--- config.mk ---
export PLATFORM = sky130hd
export DESIGN_NAME = windowed_watchdog_timer
export DESIGN_NICKNAME = d
export VERILOG_FILES = /design/src/hw/watchdog_unit_pkg.sv /design/src/hw/windowed_watchdog_timer.sv
export SDC_FILE = /design/constraint.sdc
export NUM_CORES = 1
export LEC_CHECK = 0
export BUFFER_PORTS_ARGS = -buffer_cell sky130_fd_sc_hd__buf_2
export CAP_MARGIN = 20
export CORE_MARGIN = 2
export CORE_UTILIZATION = 45
export DETAILED_ROUTE_END_ITERATION = 10
export HOLD_SLACK_MARGIN = 0.12
export PLACE_DENSITY = 0.75
export SLEW_MARGIN = 20
export SYNTH_ARGS = -nofsm -noshare
export SYNTH_HDL_FRONTEND = slang
export SYNTH_SLANG_ARGS = --single-unit
--- constraint.sdc ---
create_clock -name clk_sys -period 11.9 [get_ports clk_sys]
set_input_delay 1.785 -clock clk_sys [delete_from_list [all_inputs] [get_ports clk_sys]]
set_output_delay 1.785 -clock clk_sys [all_outputs]
set_load 0.01 [all_outputs]
--- src/hw/watchdog_unit_pkg.sv ---
// Package of register map, field layout and timing constants for the watchdog unit
package watchdog_unit_pkg;

  // ************************************************************
  // Register indexes; the byte address is four times the index
  // ************************************************************
  localparam logic [3:0] IDX_CONTROL = 4'h0;
  localparam logic [3:0] IDX_WINDOW_CONTROL = 4'h1;
  localparam logic [3:0] IDX_STATUS = 4'h2;
  localparam logic [3:0] IDX_UNLOCK = 4'h4;

  // ************************************************************
  // Field positions
  // ************************************************************
  localparam int POS_CHANGE_EN = 0;
  localparam int POS_ENABLE = 1;
  localparam int POS_PERIOD_LO = 2;
  localparam int POS_PERIOD_HI = 5;
  localparam logic [7:0] RESET_CONTROL = 8'h00;
  localparam logic [3:0] RESET_PERIOD = 4'h0;

  // ************************************************************
  // Period coding
  // ************************************************************
  localparam logic [3:0] PERIOD_FIRST_RESERVED = 4'hb;
  localparam logic [13:0] PERIOD_BASE_TICKS = 14'h0008;
  localparam int TICK_CNT_WIDTH = 14;

  // ************************************************************
  // Timing
  // ************************************************************
  localparam int CLK_PERIOD_NS = 50;
  localparam int RESET_PULSE_MIN_NS = 500;
  localparam int RESET_PULSE_CYCLES = (RESET_PULSE_MIN_NS + CLK_PERIOD_NS - 1) / CLK_PERIOD_NS;
  localparam int UNLOCK_WINDOW_CYCLES = 16;

  typedef enum logic [1:0] {
    PH_IDLE = 2'b00,
    PH_CLOSED = 2'b01,
    PH_OPEN = 2'b10
  } phase_t;

endpackage

--- src/hw/windowed_watchdog_timer.sv ---
// Windowed watchdog timer with protected configuration behind an AHB-Lite slave
// How it works
// [RL1] see: enabled watchdog resets the system when the period runs out without restart
// [RL2] see: each restart clears the count and starts a fresh period
// [RL3] see: normal mode accepts a restart at any time without penalty
// [RL4] see: window mode restart inside the closed period fires a reset instead
// [RL5] see: open period starts when closed period ends; total is their sum
// [RL6] see: in window mode the timeout field sets the open period length
// [RL7] see: counter advances on the 1 kHz tick, not on the CPU clock
// [RL8] see: enabled counter runs in every power mode, independent of system clocks; here the counter is clocked by clk_sys and only samples tick1k
// [RL9] see: codes 0 to 10 give 8 doubling to 8192 ticks
// [RL10] see: codes 11 to 15 never time out
// [RL11] see: period and enable change only when change-enable is written as one
// [RL12] see: control writes take effect only inside the timed unlock window
// [RL13] see: lock fuse makes every control register bit read-only
// [RL14] see: locked keeps closed period frozen but window enable writable
// [RL15] see: settings survive the system reset the watchdog itself issues
// [RL16] see: power-on loads period and enable from fuses, change-enable clears
// [RL17] see: enable bit starts and stops the watchdog under a proper write
// [RL18] see: control bits 7 and 6 read as zero
// [RL19] see: window control holds closed period, window enable and its change-enable
// [RL20] see: busy flag stands from a control write until the tick side takes it
// [RL21] see: reset pulse lasts one to two cycles of 2 MHz
// [RL22] see: restart is carried to the tick side before clearing or checking
`timescale 1ns/100ps
`default_nettype none
module windowed_watchdog_timer #(
  parameter logic [7:0] UNLOCK_KEY = 8'h5a
) (
  input wire logic clk_sys,
  input wire logic resetn,
  input wire logic hsel,
  input wire logic [31:0] haddr,
  input wire logic [1:0] htrans,
  input wire logic hwrite,
  input wire logic [2:0] hsize,
  input wire logic [31:0] hwdata,
  input wire logic hready,
  output logic hreadyout,
  output logic [31:0] hrdata,
  output logic hresp,
  input wire logic tick1k,
  input wire logic restartReq,
  input wire logic [3:0] periodFuses,
  input wire logic enableFuse,
  input wire logic [3:0] closedWindowFuses,
  input wire logic lockFuse,
  output logic wdtReset
);

  // ************************************************************
  // Bus slave
  // ************************************************************
  logic wrPend_q;
  logic [3:0] wrIdx_q;
  logic [31:0] rdData_q;
  logic [31:0] rdData_d;
  wire logic addrPhase = hsel && hready && htrans[1];
  wire logic [3:0] addrIdx = haddr[5:2];
  wire logic addrMapped = (haddr[31:6] == 26'h0) && (haddr[1:0] == 2'b00);
  wire logic [7:0] wrByte = hwdata[7:0];

  assign hreadyout = 1'b1;
  assign hresp = 1'b0;
  assign hrdata = rdData_q;

  always_ff @(posedge clk_sys or negedge resetn) begin
    if (!resetn) begin
      wrPend_q <= 1'b0;
      wrIdx_q <= 4'h0;
      rdData_q <= 32'h0;
    end else begin
      wrPend_q <= addrPhase && hwrite && addrMapped;
      wrIdx_q <= addrIdx;
      rdData_q <= rdData_d;
    end
  end

  // ************************************************************
  // Configuration registers on the bus side
  // ************************************************************
  logic loaded_q;
  logic locked_q;
  logic [3:0] per_q;
  logic en_q;
  logic cen_q;
  logic [3:0] closed_window_field_q;
  logic wen_q;
  logic window_change_enable_q;
  logic busy_q;
  logic [4:0] unlockCnt_q;

  wire logic unlocked = (unlockCnt_q != 5'h0);
  wire logic wrCtrl = wrPend_q && (wrIdx_q == watchdog_unit_pkg::IDX_CONTROL);
  wire logic wrWin = wrPend_q && (wrIdx_q == watchdog_unit_pkg::IDX_WINDOW_CONTROL);
  wire logic wrKey = wrPend_q && (wrIdx_q == watchdog_unit_pkg::IDX_UNLOCK) && (wrByte == UNLOCK_KEY);
  // Outside the unlock window a control or window write is dropped whole; under the lock fuse so is a control write
  wire logic ctrlAccept = wrCtrl && unlocked && !locked_q && loaded_q; // see [RL12] see [RL13]
  wire logic winAccept = wrWin && unlocked && loaded_q; // see [RL12]
  wire logic ctrlCommit = ctrlAccept && wrByte[watchdog_unit_pkg::POS_CHANGE_EN]; // see [RL11]
  wire logic winCommit = winAccept && wrByte[watchdog_unit_pkg::POS_CHANGE_EN]; // see [RL19]
  wire logic [3:0] wrPeriod = wrByte[watchdog_unit_pkg::POS_PERIOD_HI:watchdog_unit_pkg::POS_PERIOD_LO];

  // Crossing state shared with the tick side
  logic actEn_q;
  logic [3:0] actPer_q;
  logic actWen_q;
  logic [3:0] actWper_q;
  wire logic syncNow = tick1k && busy_q && (actEn_q || en_q); // see [RL20]

  always_ff @(posedge clk_sys or negedge resetn) begin
    if (!resetn) begin
      loaded_q <= 1'b0;
      locked_q <= 1'b0;
      per_q <= watchdog_unit_pkg::RESET_PERIOD;
      en_q <= 1'b0;
      cen_q <= 1'b0;
      closed_window_field_q <= watchdog_unit_pkg::RESET_PERIOD;
      wen_q <= 1'b0;
      window_change_enable_q <= 1'b0;
    end else if (!loaded_q) begin
      // Fuses are caught one edge after release, never under the reset itself
      loaded_q <= 1'b1;
      locked_q <= lockFuse;
      per_q <= periodFuses; // see [RL16]
      en_q <= enableFuse; // see [RL16]
      closed_window_field_q <= closedWindowFuses;
    end else begin
      if (ctrlAccept) begin
        cen_q <= wrByte[watchdog_unit_pkg::POS_CHANGE_EN];
      end
      if (ctrlCommit) begin
        per_q <= wrPeriod; // see [RL11]
        en_q <= wrByte[watchdog_unit_pkg::POS_ENABLE]; // see [RL17]
      end
      if (winAccept) begin
        window_change_enable_q <= wrByte[watchdog_unit_pkg::POS_CHANGE_EN];
      end
      if (winCommit) begin
        wen_q <= wrByte[watchdog_unit_pkg::POS_ENABLE]; // see [RL14]
        if (!locked_q) begin
          closed_window_field_q <= wrPeriod; // see [RL14]
        end
      end
    end
  end

  always_ff @(posedge clk_sys or negedge resetn) begin
    if (!resetn) begin
      busy_q <= 1'b0;
      unlockCnt_q <= 5'h0;
    end else begin
      // A fresh write in the crossing cycle keeps the flag up
      busy_q <= ctrlCommit || winCommit || (busy_q && !syncNow); // see [RL20]
      if (wrKey) begin
        unlockCnt_q <= 5'(watchdog_unit_pkg::UNLOCK_WINDOW_CYCLES);
      end else if (ctrlAccept || winAccept) begin
        unlockCnt_q <= 5'h0;
      end else if (unlocked) begin
        unlockCnt_q <= unlockCnt_q - 5'h1;
      end
    end
  end

  wire logic [7:0] ctrlRead = {2'b00, per_q, en_q, cen_q}; // see [RL18]
  wire logic [7:0] winRead = {2'b00, closed_window_field_q, wen_q, window_change_enable_q};
  always_comb begin
    rdData_d = 32'h0;
    if (addrPhase && !hwrite && addrMapped) begin
      unique case (addrIdx)
        watchdog_unit_pkg::IDX_CONTROL: rdData_d = {24'h0, ctrlRead};
        watchdog_unit_pkg::IDX_WINDOW_CONTROL: rdData_d = {24'h0, winRead};
        watchdog_unit_pkg::IDX_STATUS: rdData_d = {31'h0, busy_q};
        watchdog_unit_pkg::IDX_UNLOCK: rdData_d = {31'h0, unlocked};
        default: rdData_d = 32'h0;
      endcase
    end
  end

  // ************************************************************
  // Tick side: counter, window phases and reset pulse
  // ************************************************************
  logic restartPend_q;
  logic [watchdog_unit_pkg::TICK_CNT_WIDTH-1:0] cnt_q;
  watchdog_unit_pkg::phase_t phase_q;
  watchdog_unit_pkg::phase_t freshPhase;
  logic [4:0] pulseCnt_q;
  logic fire;
  logic [watchdog_unit_pkg::TICK_CNT_WIDTH-1:0] cnt_d;
  watchdog_unit_pkg::phase_t phase_d;

  // A restart is only seen on a tick, so a set in the tick cycle is consumed, not lost
  wire logic restartNow = restartPend_q || restartReq; // see [RL22]
  wire logic perReserved = (actPer_q >= watchdog_unit_pkg::PERIOD_FIRST_RESERVED);
  wire logic wperReserved = (actWper_q >= watchdog_unit_pkg::PERIOD_FIRST_RESERVED);
  wire logic [13:0] perLast = (watchdog_unit_pkg::PERIOD_BASE_TICKS << actPer_q) - 14'h1; // see [RL9] see [RL6]
  wire logic [13:0] wperLast = (watchdog_unit_pkg::PERIOD_BASE_TICKS << actWper_q) - 14'h1; // see [RL19]
  wire logic [13:0] cntInc = cnt_q + 14'h1;
  assign freshPhase = actWen_q ? watchdog_unit_pkg::PH_CLOSED : watchdog_unit_pkg::PH_OPEN;

  always_comb begin
    fire = 1'b0;
    cnt_d = cnt_q;
    phase_d = phase_q;
    if (!actEn_q) begin
      cnt_d = 14'h0;
      phase_d = watchdog_unit_pkg::PH_IDLE; // see [RL17]
    end else if (phase_q == watchdog_unit_pkg::PH_IDLE) begin
      cnt_d = 14'h0;
      phase_d = freshPhase;
    end else if (restartNow) begin
      // Too early in window mode is punished like too late
      fire = (phase_q == watchdog_unit_pkg::PH_CLOSED); // see [RL4]
      cnt_d = 14'h0; // see [RL2] see [RL3]
      phase_d = freshPhase;
    end else if (phase_q == watchdog_unit_pkg::PH_CLOSED) begin
      // A shortened period may leave the count beyond its end; end it at once
      if (!wperReserved && cnt_q >= wperLast) begin
        cnt_d = 14'h0;
        phase_d = watchdog_unit_pkg::PH_OPEN; // see [RL5]
      end else if (!wperReserved) begin
        cnt_d = cntInc;
      end
    end else if (!perReserved) begin
      // Greater-or-equal so a period cut short in mid-count still times out
      if (cnt_q >= perLast) begin
        fire = 1'b1; // see [RL1]
        cnt_d = 14'h0;
        phase_d = freshPhase;
      end else begin
        cnt_d = cntInc;
      end
    end
    // Reserved open period: count stays put, so no timeout ever comes; see [RL10]
  end

  always_ff @(posedge clk_sys or negedge resetn) begin
    if (!resetn) begin
      restartPend_q <= 1'b0;
      cnt_q <= 14'h0;
      phase_q <= watchdog_unit_pkg::PH_IDLE;
    end else if (tick1k) begin
      // Only the tick advances the count, and only on a clk_sys edge; see [RL7] see [RL8]
      restartPend_q <= 1'b0;
      cnt_q <= cnt_d;
      phase_q <= phase_d;
    end else if (restartReq) begin
      restartPend_q <= 1'b1; // see [RL22]
    end
  end

  // Active copies; the reset output does not clear these, only power-on does
  always_ff @(posedge clk_sys or negedge resetn) begin
    if (!resetn) begin
      actEn_q <= 1'b0;
      actPer_q <= watchdog_unit_pkg::RESET_PERIOD;
      actWen_q <= 1'b0;
      actWper_q <= watchdog_unit_pkg::RESET_PERIOD;
    end else if (!loaded_q) begin
      actEn_q <= enableFuse;
      actPer_q <= periodFuses;
      actWper_q <= closedWindowFuses;
    end else if (syncNow) begin
      actEn_q <= en_q; // see [RL15] see [RL20]
      actPer_q <= per_q;
      actWen_q <= wen_q;
      actWper_q <= closed_window_field_q;
    end
  end

  always_ff @(posedge clk_sys or negedge resetn) begin
    if (!resetn) begin
      pulseCnt_q <= 5'h0;
      wdtReset <= 1'b0;
    end else begin
      if (tick1k && fire) begin
        pulseCnt_q <= 5'(watchdog_unit_pkg::RESET_PULSE_CYCLES - 1); // see [RL21]
        wdtReset <= 1'b1;
      end else if (pulseCnt_q != 5'h0) begin
        pulseCnt_q <= pulseCnt_q - 5'h1;
      end else begin
        wdtReset <= 1'b0;
      end
    end
  end
endmodule
`default_nettype wire

==> impl_summary.log <==
[metrics] largest incremental delay on the critical path: about 0.78 ns
[metrics] Max Fanout on Critical Path: 16
[metrics] share of the cycle needed by the critical path after routing: 0.357
[metrics] family of cells with the greatest summed delay on the critical path: simple AND/OR/NAND/NOR gates
[metrics] die width: roughly 100 microns
[metrics] mean instance size in the synthesized netlist: just over 9 sq um
[metrics] antenna viol nets, final: 0
[metrics] count of flip-flops with a built-in enable after synthesis: 0
[metrics] GRT Overall Usage: 0.199
[metrics] highest achievable clock rate: about 240 MHz
[metrics] Commonest cells post-synth: 64 x sky130_fd_sc_hd__dfrtp_1, 55 x sky130_fd_sc_hd__nand2_1, 44 x sky130_fd_sc_hd__nor2_1, 33 x sky130_fd_sc_hd__a21oi_1
[metrics] CP required: 12.08 ns
[metrics] clock sink count: 64
[metrics] violation count after the first detailed-route iteration: ~220
[metrics] H-tree depth reported by CTS: 3
[metrics] net switching power of the design: roughly 140 uW
[metrics] Worst Path Arrival: around 4.4 ns
[metrics] Comb pwr share: 0.139
[metrics] total of hold buffers inserted after clock tree synthesis: 0
[metrics] aggregate global routing overflow: 0
[metrics] fraction of layout cells with a size suffix above 1: 0.186
[metrics] critical path capture point type: flip-flop
[metrics] router iterations before antenna repair: 5
[metrics] Synth warnings: 0
[metrics] buffers added on ports: 64
[metrics] register area share after synthesis: 0.368
[metrics] effective utilization at floorplan: 0.466
[metrics] global placer's final weighted congestion: about 0.86
[metrics] number of setup buffers added after CTS: 0
[metrics] library cell contributing the largest single delay on the critical path: sky130_fd_sc_hd__a211oi_1
[metrics] clock share of power: 0.369
[metrics] number of distinct standard cells referenced by the synthesized netlist: 70
[metrics] reg-to-reg startpoint: actPer_q[1]
[metrics] number of antenna cells inserted: 0
[metrics] Layout Skew: between 0.01 and 0.015 ns
[metrics] startpoint type of the worst setup path: flip-flop
[metrics] die height: slightly above 100 microns
[metrics] total power density per cell area: about 100 mW/mm^2
[metrics] detail-routed net length per standard cell: 15.0 microns
[metrics] final hold violations: 0
[metrics] Max Buffers Root-to-Sink: 2
[metrics] flip-flop and latch count after synthesis: 64
[metrics] cell type with the largest total area after synthesis: sky130_fd_sc_hd__dfrtp_1
[metrics] VDD IR-drop max: around 0.000060 V
[metrics] Top FF cell, synth: sky130_fd_sc_hd__dfrtp_1
[metrics] initial antenna violation count: 0
[metrics] switching part of the total: 0.286
[metrics] CTS clk-pin slew, worst paths: 0.08 ns
[metrics] detailed-route vias per instance: 5.56
[metrics] slack of the worst reg-to-reg path: 7.65 ns
[metrics] TritonCTS Buffers: 9
[metrics] placed insts: roughly 650
[metrics] final setup TNS: 0 ns
[metrics] Resized cells post-CTS: 0
[metrics] count of mapped cells out of synthesis: roughly 480
[metrics] row count: 35
[metrics] Max Cap Violations: 0
[metrics] post-synthesis instance area: ~0.0044 sq mm
[metrics] Max transition margin: 0.315
[metrics] number of non-filler instances in the completed layout: approximately 670
[metrics] synth-to-layout area growth: 10.3%
[metrics] list of cells traversed by the critical path: or4_1 > ha_1 > or2_2 > o21ai_0 > a22o_1 > a21oi_1 > ha_1 > nand4_1 > or2_1 > nor2_1 > nor2_1 > a211oi_1 > nor3_1
[metrics] Hold Path End: wdtReset
[metrics] logic depth of the worst register-to-register path: 13
[metrics] total core area: between 0.009 and 0.01 sq mm
[metrics] RSZ-0062 raised after global routing: no
[metrics] first-pass GRT wire length: 16,300 microns
[metrics] portion of synthesized cell area occupied by the leading cell type: 0.368
[metrics] routed wire length: 9970 microns
[metrics] clock root cell: sky130_fd_sc_hd__clkbuf_8
[metrics] total die area: approximately 0.010 sq mm
[metrics] DP Worst Slack: about 7.6 ns
[metrics] Int Pwr: 349 uW
[metrics] main area contributors after synthesis: sky130_fd_sc_hd__dfrtp_1 37%, sky130_fd_sc_hd__ha_1 8.1%, sky130_fd_sc_hd__buf_4 4.8%
[metrics] hold path start: wdtReset
[metrics] Leakage Power: about 2.3 nW
[metrics] run status: finished, final reports clean
[metrics] buffers plus inverters on the worst setup path: 0
[metrics] DR DRC count: 0
[metrics] via count of the first global-routing pass: 3,532
[metrics] cell with the most instances after synthesis: sky130_fd_sc_hd__dfrtp_1
[metrics] Detailed Place HPWL: around 7400 microns
[metrics] Worst Slack Setup Final: around 7.6 ns
[metrics] Worst R2R End: pulseCnt_q[2]
[metrics] relative contribution of sequential cells to total power: 0.492
[metrics] number of nets in the layout: 647
[metrics] share of synthesized flip-flops with an asynchronous set or reset: 1.00
[metrics] pin count of the biggest net entering global routing: 65
[metrics] transition time at the pin with the least slew margin: a little over 1 ns
[metrics] vias after detailed routing: roughly 3,700
[metrics] WS Path Type: reg2reg
[metrics] number of placed I/O pins: approximately 120
[metrics] crit path launch: actPer_q[1]
[metrics] depth of the worst hold-timing path: 1
[metrics] endpoints failing setup: 0
[metrics] Clock Latency Late Sink: 0.35 ns
[metrics] time the final worst path needs with I/O delays and setup: ~4.3 ns
[metrics] clock tree from TritonCTS: built
[metrics] worst min path class: reg2reg
[metrics] number of max-slew violations in the final report: 0
kinds of logic (layout without fill, tap and decap cells):
| logic type | after synthesis | count (layout) | share of synthesized area |
|---|---|---|---|
| flops | 64 | 64 | 0.368 |
| fa+ha+maj | 29 | 29 | 0.0828 |
| other cells | 2 | 29 | 0.00173 |
| mux | 19 | 19 | 0.0457 |
| simple gates | 175 | 175 | 0.202 |
| buf+inv | 60 | 91 | 0.0866 |
| compound gates | 124 | 124 | 0.201 |
| xor+xnor | 6 | 6 | 0.0121 |
placed cells by master, fill, tap and decap left out, drive strengths merged, types with 12 or more instances in the layout:
master  netlist  layout
a21oi        34      34
nand2        55      55
o21ai        18      18
nor2         45      45
mux2i        12      12
a31oi        18      18
ha           28      28
conb          2      29
dfrtp        64      64
buf          35      65
metal layers:
layer | routed length (microns) | vias to the layer above | track usage
li1 | - | 1799 | -
met2 | 4840 | 118 | 0.319
met4 | 180 | 0 | 0.0790
met5 | 0 | - | 0
met1 | 4420 | 1774 | 0.273
met3 | 529 | 14 | 0.0267
worst max path at each step:
stage               cells after the start       endpoint  slack (ns)
global placement                       13  pulseCnt_q[2]        7.73
floorplan                              17      cnt_q[13]        8.00
finish                                 13  pulseCnt_q[2]        7.65
CTS                                    13  pulseCnt_q[2]        7.62
detailed placement                     13  pulseCnt_q[2]        7.64
global route                           13  pulseCnt_q[2]        7.34
power groups by stage:
stage | registers [mW] | clock network [mW] | logic (mW)
finish | 0.241 | 0.181 | 0.0679
global route | 0.243 | 0.196 | 0.0771
CTS | 0.240 | 0.184 | 0.0679
detailed placement | 0.245 | 0 | 0.0673
global placement | 0.244 | 0 | 0.0646
floorplan | 0.236 | 0 | 0.0588
sequential cells by signal, summed over array words and instances (netlist names), 2 cells and up:
register and cells:
actWper_q 4, cnt_q 14, hrdata 6, unlockCnt_q 5, wrIdx_q 4, closed_window_field_q 4, pulseCnt_q 5, per_q 4
actPer_q 4, phase_q 2
stage by stage:
step / cell area [sq um] / hold WS (ns) / util / power, mW
global route: 4800 / 0.497 / 0.514 / 0.516
floorplan: 4450 / 0.445 / - / 0.294
global placement: 4610 / 0.457 / 0.494 / 0.309
CTS: 4790 / 0.484 / 0.514 / 0.493
finish: 4800 / 0.482 / 0.514 / 0.489
detailed placement: 4610 / 0.466 / 0.494 / 0.312
layout make-up:
type	count	area (sq um)
Inverter	11	41.3
Sequential cell	64	1600
Fill cell	867	4530
Multi-Input combinational cell	382	2480
Clock buffer	9	124
Clock inverter	6	61.3
Timing Repair Buffer	65	328
Tap cell	129	161
Power figures use the tool's default switching activity.
